File: config.mk
export PLATFORM = sky130hd
export DESIGN_NAME = oam_exec
export DESIGN_NICKNAME = d
export VERILOG_FILES = /design/src/pkg/oam_pkg.sv /design/src/rtl/oam_exec.sv
export VERILOG_INCLUDE_DIRS = /design/src /design/src/pkg
export SDC_FILE = /design/constraint.sdc
export NUM_CORES = 1
export LEC_CHECK = 0
export BUFFER_PORTS_ARGS = -buffer_cell sky130_fd_sc_hd__buf_2
export CAP_MARGIN = 10
export CORE_MARGIN = 2
export CORE_UTILIZATION = 49
export CTS_CLUSTER_SIZE = 20
export DETAILED_ROUTE_END_ITERATION = 10
export PLACE_DENSITY = 0.84
export RECOVER_POWER = 50
export SETUP_SLACK_MARGIN = 0.5
export SYNTH_ARGS = -nofsm -noshare
export SYNTH_HDL_FRONTEND = slang
export SYNTH_SLANG_ARGS = --single-unit
File: constraint.sdc
create_clock -name clk -period 4 [get_ports clk]
set_input_delay 0.2 -clock clk [delete_from_list [all_inputs] [get_ports clk]]
set_output_delay 0.2 -clock clk [all_outputs]
set_load 0.01 [all_outputs]
File: src/pkg/oam_defines.svh
// Opcode patterns, field positions and widths for the OR and move executor
`ifndef OAM_DEFINES_SVH
`define OAM_DEFINES_SVH
`define OAM_INSN_W 12
`define OAM_DATA_W 8
`define OAM_ADDR_W 5
`define OAM_OP_LIT_HI 11
`define OAM_OP_LIT_LO 8
`define OAM_OP_OR_LIT 4'hD
`define OAM_OP_LOAD_LIT 4'hC
`define OAM_OP_REG_HI 11
`define OAM_OP_REG_LO 6
`define OAM_OP_OR_FILE 6'h04
`define OAM_OP_MOVE_FILE 6'h08
`define OAM_OP_STORE_HI 11
`define OAM_OP_STORE_LO 5
`define OAM_OP_STORE 7'h01
`define OAM_DEST_BIT 5
`define OAM_ACC_RST 8'h00
`define OAM_ZERO_RST 1'h0
`endif

File: src/pkg/oam_pkg.sv
// Types for the OR and move executor
package oam_pkg;
    typedef enum logic [5:0] {
        OAM_NONE = 6'h01,
        OAM_OR_LIT = 6'h02,
        OAM_OR_FILE = 6'h04,
        OAM_MOVE_FILE = 6'h08,
        OAM_LOAD_LIT = 6'h10,
        OAM_STORE = 6'h20
    } oam_op_type;

    typedef struct packed {
        logic [7:0] acc;
        logic zero;
    } oam_state_type;
endpackage

File: src/rtl/oam_exec.sv
// Decoder and executor for the OR and move instructions
`timescale 1ns/1ps
`default_nettype none
`include "oam_defines.svh"

module oam_exec (
    // Clock and reset
    input wire logic clk,
    input wire logic sys_rst,
    // Instruction issue, one per enabled cycle
    input wire logic insn_valid,
    input wire logic [11:0] insn,
    // File register read port, combinational
    output logic [4:0] file_addr,
    input wire logic [7:0] file_rdata,
    // File register write strobe
    output logic file_we,
    output logic [7:0] file_wdata,
    // Core state
    output logic [7:0] acc,
    output logic zero_flag,
    output logic insn_known
);
    // Timing in brief:
    // the word is decoded and executed in the cycle it is offered,
    // the file write strobe and data leave combinationally,
    // accumulator and zero flag change at the closing edge.
    // The file read is assumed combinational at file_addr, so the
    // read, the operation and the write-back share one cycle.
    // Reset does not gate the write strobe; the issuing side
    // must keep insn_valid low while reset is applied.

    // Registered core state and its next value
    oam_pkg::oam_state_type state_q;
    oam_pkg::oam_state_type state_d;

    // Decoded operation, one-hot
    oam_pkg::oam_op_type op;

    // Opcode fields of the three encoding groups
    logic [3:0] op_lit_field;
    logic [5:0] op_reg_field;
    logic [6:0] op_store_field;

    // Raw pattern matches, before priority
    logic hit_or_lit;
    logic hit_load_lit;
    logic hit_or_file;
    logic hit_move_file;
    logic hit_store;

    // Operand fields
    logic dest_file;
    logic [7:0] literal;

    // Candidate results, formed ahead of the select
    logic [7:0] or_lit_val;
    logic [7:0] or_file_val;
    logic or_lit_zero;
    logic or_file_zero;
    logic rdata_zero;

    // Selected result, also the file write data
    logic [7:0] result;

    // Split the word into its opcode groups
    assign op_lit_field = insn[`OAM_OP_LIT_HI:`OAM_OP_LIT_LO];
    assign op_reg_field = insn[`OAM_OP_REG_HI:`OAM_OP_REG_LO];
    assign op_store_field = insn[`OAM_OP_STORE_HI:`OAM_OP_STORE_LO];

    // Match each encoding on its own field
    assign hit_or_lit = (op_lit_field == `OAM_OP_OR_LIT);
    assign hit_load_lit = (op_lit_field == `OAM_OP_LOAD_LIT);
    assign hit_or_file = (op_reg_field == `OAM_OP_OR_FILE);
    assign hit_move_file = (op_reg_field == `OAM_OP_MOVE_FILE);
    assign hit_store = (op_store_field == `OAM_OP_STORE);

    // Priority select; the patterns are disjoint, so the order
    // only keeps the result one-hot if the word is corrupt
    always_comb begin
        op = oam_pkg::OAM_NONE;
        if (hit_or_lit) begin
            op = oam_pkg::OAM_OR_LIT;
        end else if (hit_load_lit) begin
            op = oam_pkg::OAM_LOAD_LIT;
        end else if (hit_or_file) begin
            op = oam_pkg::OAM_OR_FILE;
        end else if (hit_move_file) begin
            op = oam_pkg::OAM_MOVE_FILE;
        end else if (hit_store) begin
            op = oam_pkg::OAM_STORE;
        end
    end

    // Operand fields shared by every form
    assign literal = insn[7:0];
    assign dest_file = insn[`OAM_DEST_BIT];
    assign file_addr = insn[4:0];

    // Candidate results and their zero tests
    assign or_lit_val = state_q.acc | literal;
    assign or_file_val = state_q.acc | file_rdata;
    assign or_lit_zero = (or_lit_val == 8'h00);
    assign or_file_zero = (or_file_val == 8'h00);
    assign rdata_zero = (file_rdata == 8'h00);

    // Execute: next state and file write, all in one cycle
    always_comb begin
        state_d = state_q;
        result = 8'h00;
        file_we = 1'b0;
        if (insn_valid) begin
            case (op)
                // OR literal: accumulator only
                oam_pkg::OAM_OR_LIT: begin
                    result = or_lit_val;
                    state_d.acc = or_lit_val;
                    state_d.zero = or_lit_zero;
                end
                // OR file: zero follows the result for either destination
                oam_pkg::OAM_OR_FILE: begin
                    result = or_file_val;
                    state_d.zero = or_file_zero;
                    if (dest_file) begin
                        file_we = 1'b1;
                    end else begin
                        state_d.acc = or_file_val;
                    end
                end
                // Move file: a move onto itself is a zero test
                oam_pkg::OAM_MOVE_FILE: begin
                    result = file_rdata;
                    state_d.zero = rdata_zero;
                    if (dest_file) begin
                        file_we = 1'b1;
                    end else begin
                        state_d.acc = file_rdata;
                    end
                end
                // Load literal: flags left alone
                oam_pkg::OAM_LOAD_LIT: begin
                    state_d.acc = literal;
                end
                // Store: write the accumulator, flags left alone
                oam_pkg::OAM_STORE: begin
                    result = state_q.acc;
                    file_we = 1'b1;
                end
                // Unknown words change nothing
                default: begin
                    result = 8'h00;
                end
            endcase
        end
    end

    // Write data travels with the strobe in the same cycle
    assign file_wdata = result;

    // Register the state each cycle
    always_ff @(posedge clk) begin
        if (sys_rst) begin
            state_q.acc <= `OAM_ACC_RST;
            state_q.zero <= `OAM_ZERO_RST;
        end else begin
            state_q <= state_d;
        end
    end

    // Core state straight from the register
    assign acc = state_q.acc;
    assign zero_flag = state_q.zero;

    // Flags a valid word that is one of the five forms
    assign insn_known = insn_valid && (op != oam_pkg::OAM_NONE);
endmodule // oam_exec
`default_nettype wire

==> run_results.csv <==
group,metric,value,unit
status,status,"finished, final reports clean",
place,gp_congestion,0.9762,
synth,yosys.cell_types.count,40,
critical_path,r2r-end,"zero_flag$_SDFFE_PP0P_",
global_routing,grt_antenna_before_repair,0,
finish,fin_cells,199,
finish,num-fill-cells,199,
drt,first_pass_iters,4,
timing,worst-slew-pin-transition,895.6,ps
die,pin_count,47,
global_routing,grt_pass1_wl,5278,µm
die,dieWidth,48.31,µm
critical_path,cp_data_arrival_time,2110,ps
synth,synth_enable_flop_cells,0,
clock_tree,clockBufferDepth,2,
drt,ant_nets,0,
timing,setup_viol,0,
clock_tree,root_buffer,"clkbuf_4",
die,initial_core_util,0.5059,
drt,drc,0,
clock_tree,cts_tree,"done",
timing,period_minus_slack,2309,ps
finish,synthToLayoutAreaGrowth,20.16,%
drt,vias,1266,
critical_path,reg2reg_from,"acc[6]$_SDFFE_PP0P_",
clock_tree,clk_pin_slew,60,ps
place,hpwl,2395,µm
timing,setup_slack,1691,ps
synth,synth_area,962.2,µm²
critical_path,worstSetupPathType,"input port to output port",
place,portBuffers,46,
critical_path,worstPathRequired,3800,ps
finish,seq_area,180.2,µm²
finish,diodes,0,
timing,fmax,433.1,MHz
timing,slew_headroom,0.4009,
synth,synthArstFlopShare,0,
timing,fin_tns_setup,0,ps
timing,skew,2.803,ps
finish,drive_gt1_frac,0.2267,
timing,maxSlewViolCount,0,
power,cellPowerDensity,198.9,nW/µm²
die,die_y,48.31,µm
clock_tree,cts_buffers,3,
synth,synth_cells,135,
worst_hold_path,min_path_cells,2,
synth,yosys_warnings,0,
place,dp.cells,195,
die,rows,16,
drt,drt-total-wl,3221,µm
critical_path,cp-start-kind,"input port",
clock_tree,cts_setup_buffers,0,
worst_hold_path,hp-class,"input port to flop",
drt,wl_per_cell,16.19,µm
die,core,1902,µm²
drt,via_per_inst,6.362,
place,post-place-ws,1745,ps
timing,rsz0062_at_grt,"false",
synth,synth_seq_area_share,0.1873,
power,vdd_drop_max,165.5,µV
worst_hold_path,hold_end,"acc[1]$_SDFFE_PP0P_",
critical_path,reg2reg_slack,2310,ps
finish,fin_nets,196,
worst_hold_path,hold_start,"sys_rst",
clock_tree,htreeDepth,1,
global_routing,grt_overflow,0,
synth,synth_nets,158,
synth,synth_seq_cells,9,
power,p_leak,0.5132,nW
clock_tree,clkLatencyLatePin,260,ps
global_routing,grt_usage,0.2816,
critical_path,path_max_fanout,19,
clock_tree,cts_hold_buf,0,
synth,synth_ff_type,"dfxtp_1",
die,die-area,2334,µm²
clock_tree,ctsResizeCount,0,
global_routing,grt_pass1_vias,1119,
finish,multiInputGateArea,689.4,µm²
critical_path,ff2ff_path_depth,4,
synth,syn_area_per_cell,7.127,µm²
timing,finalHoldViolCount,0,
timing,fin_crit_sh,0.5773,
flow_run,drv_cap,0,
clock_tree,cts.sinks,9,
global_routing,grt_max_degree,20,
critical_path,worst_setup_path_end_kind,"output port",
timing,whs,231.2,ps
drt,initialDrtViolationCount,78,
==> where the power goes <==
group | total [W] | leakage [nW] | internal [W] | switching, W
Sequential | 0.0000951 | 0.0729 | 0.0000921 | 0.00000302
Combinational | 0.0000664 | 0.425 | 0.0000228 | 0.0000436
Clock | 0.0000684 | 0.0150 | 0.0000383 | 0.0000301
Total | 0.000230 | 0.513 | 0.000153 | 0.0000767
==> routing by layer <==
metal  up-vias  track usage  wire length (µm)
li1        590            -                 -
met1       593       0.3776              1341
met2        77       0.4514              1534
met3         6      0.04321               314
met4         0       0.1190                31
met5         -            0                 0
==> cell type report <==
class | count | share of cell area
tap | 27 | 0.02922
timing repair buffer | 46 | 0.1829
clock buffer | 4 | 0.02273
sequential | 9 | 0.1558
inverter | 4 | 0.01299
multi-input combinational | 109 | 0.5963
==> cell usage after synthesis (2+ instances only) <==
cell type	n	area (µm²)
nand3_1	3	15.01
nor3_1	3	15.01
o21ai_0	15	75.07
buf_4	5	37.54
o21ai_1	6	30.03
dfxtp_1	9	180.2
nor4_1	4	25.02
o21a_1	6	45.04
inv_1	4	15.01
clkbuf_1	4	15.01
a211oi_1	2	15.01
a21o_1	6	45.04
nand2_1	3	11.26
nor2_1	9	33.78
or4_1	3	22.52
a21boi_0	5	37.54
buf_2	2	10.01
and3_1	9	56.30
a21oi_1	16	80.08
==> stage by stage <==
stage / instance area [µm²] / utilization / total power [W]
2_1_floorplan: 962.2 / - / 0.0001368
3_3_place_gp: 1149 / 0.6039 / 0.0001614
3_5_place_dp: 1149 / 0.6039 / 0.0001625
4_1_cts: 1175 / 0.6178 / 0.0002337
5_1_grt: 1156 / 0.6079 / 0.0002434
6_report: 1156 / 0.6079 / 0.0002300
==> cells by family (layout without fill, tap and decap cells) <==
logic type	count (synthesis)	count (layout)	share of synthesized area
AOI/OAI and AO/OA	65	65	0.4304
and+or+nand+nor	43	43	0.2770
buffers and inverters	17	54	0.09622
DFF	9	9	0.1873
xor gates and xnor gates	1	1	0.009104
==> worst max-delay path, cell delays in order <==
cell and delay, ps:
buf_2 140, nor4_4 680, o21ai_1 180, a221oi_2 570, o21a_1 210, buf_2 120
==> worst max-delay path by stage <==
| stage | slack (ps) | end | from |
|---|---|---|---|
| after floorplan | 2330 | file_wdata[0] | insn[6] |
| after global placement | 1820 | file_wdata[3] | insn[6] |
| after detailed placement | 1740 | file_wdata[4] | insn[6] |
| after CTS | 1740 | file_wdata[4] | insn[6] |
| after global routing | 1590 | file_wdata[0] | insn[6] |
| final | 1690 | file_wdata[4] | insn[6] |
==> layout by cell type (no fill, tap or decap), types with 2 or more instances in the layout <==
cell type | Yosys | routed
buf_2 | 2 | 31
a21oi_1 | 16 | 16
clkbuf_1 | 4 | 16
o21ai_0 | 15 | 15
nor2_1 | 9 | 9
and3_1 | 9 | 9
dfxtp_1 | 9 | 9
o21ai_1 | 6 | 6
o21a_1 | 6 | 6
a21o_1 | 6 | 6
a21boi_0 | 5 | 5
inv_1 | 4 | 4
nor4_1 | 4 | 4
nand2_1 | 3 | 3
or4_1 | 3 | 3
nand3_1 | 3 | 3
nor3_1 | 3 | 3
clkbuf_4 | 0 | 3
a211oi_1 | 2 | 2
==> registers in the layout (all words and copies together), names as in the netlist <==
name / cells
acc: 8
zero_flag: 1
Note: power is estimated with default switching activity, not from simulation.
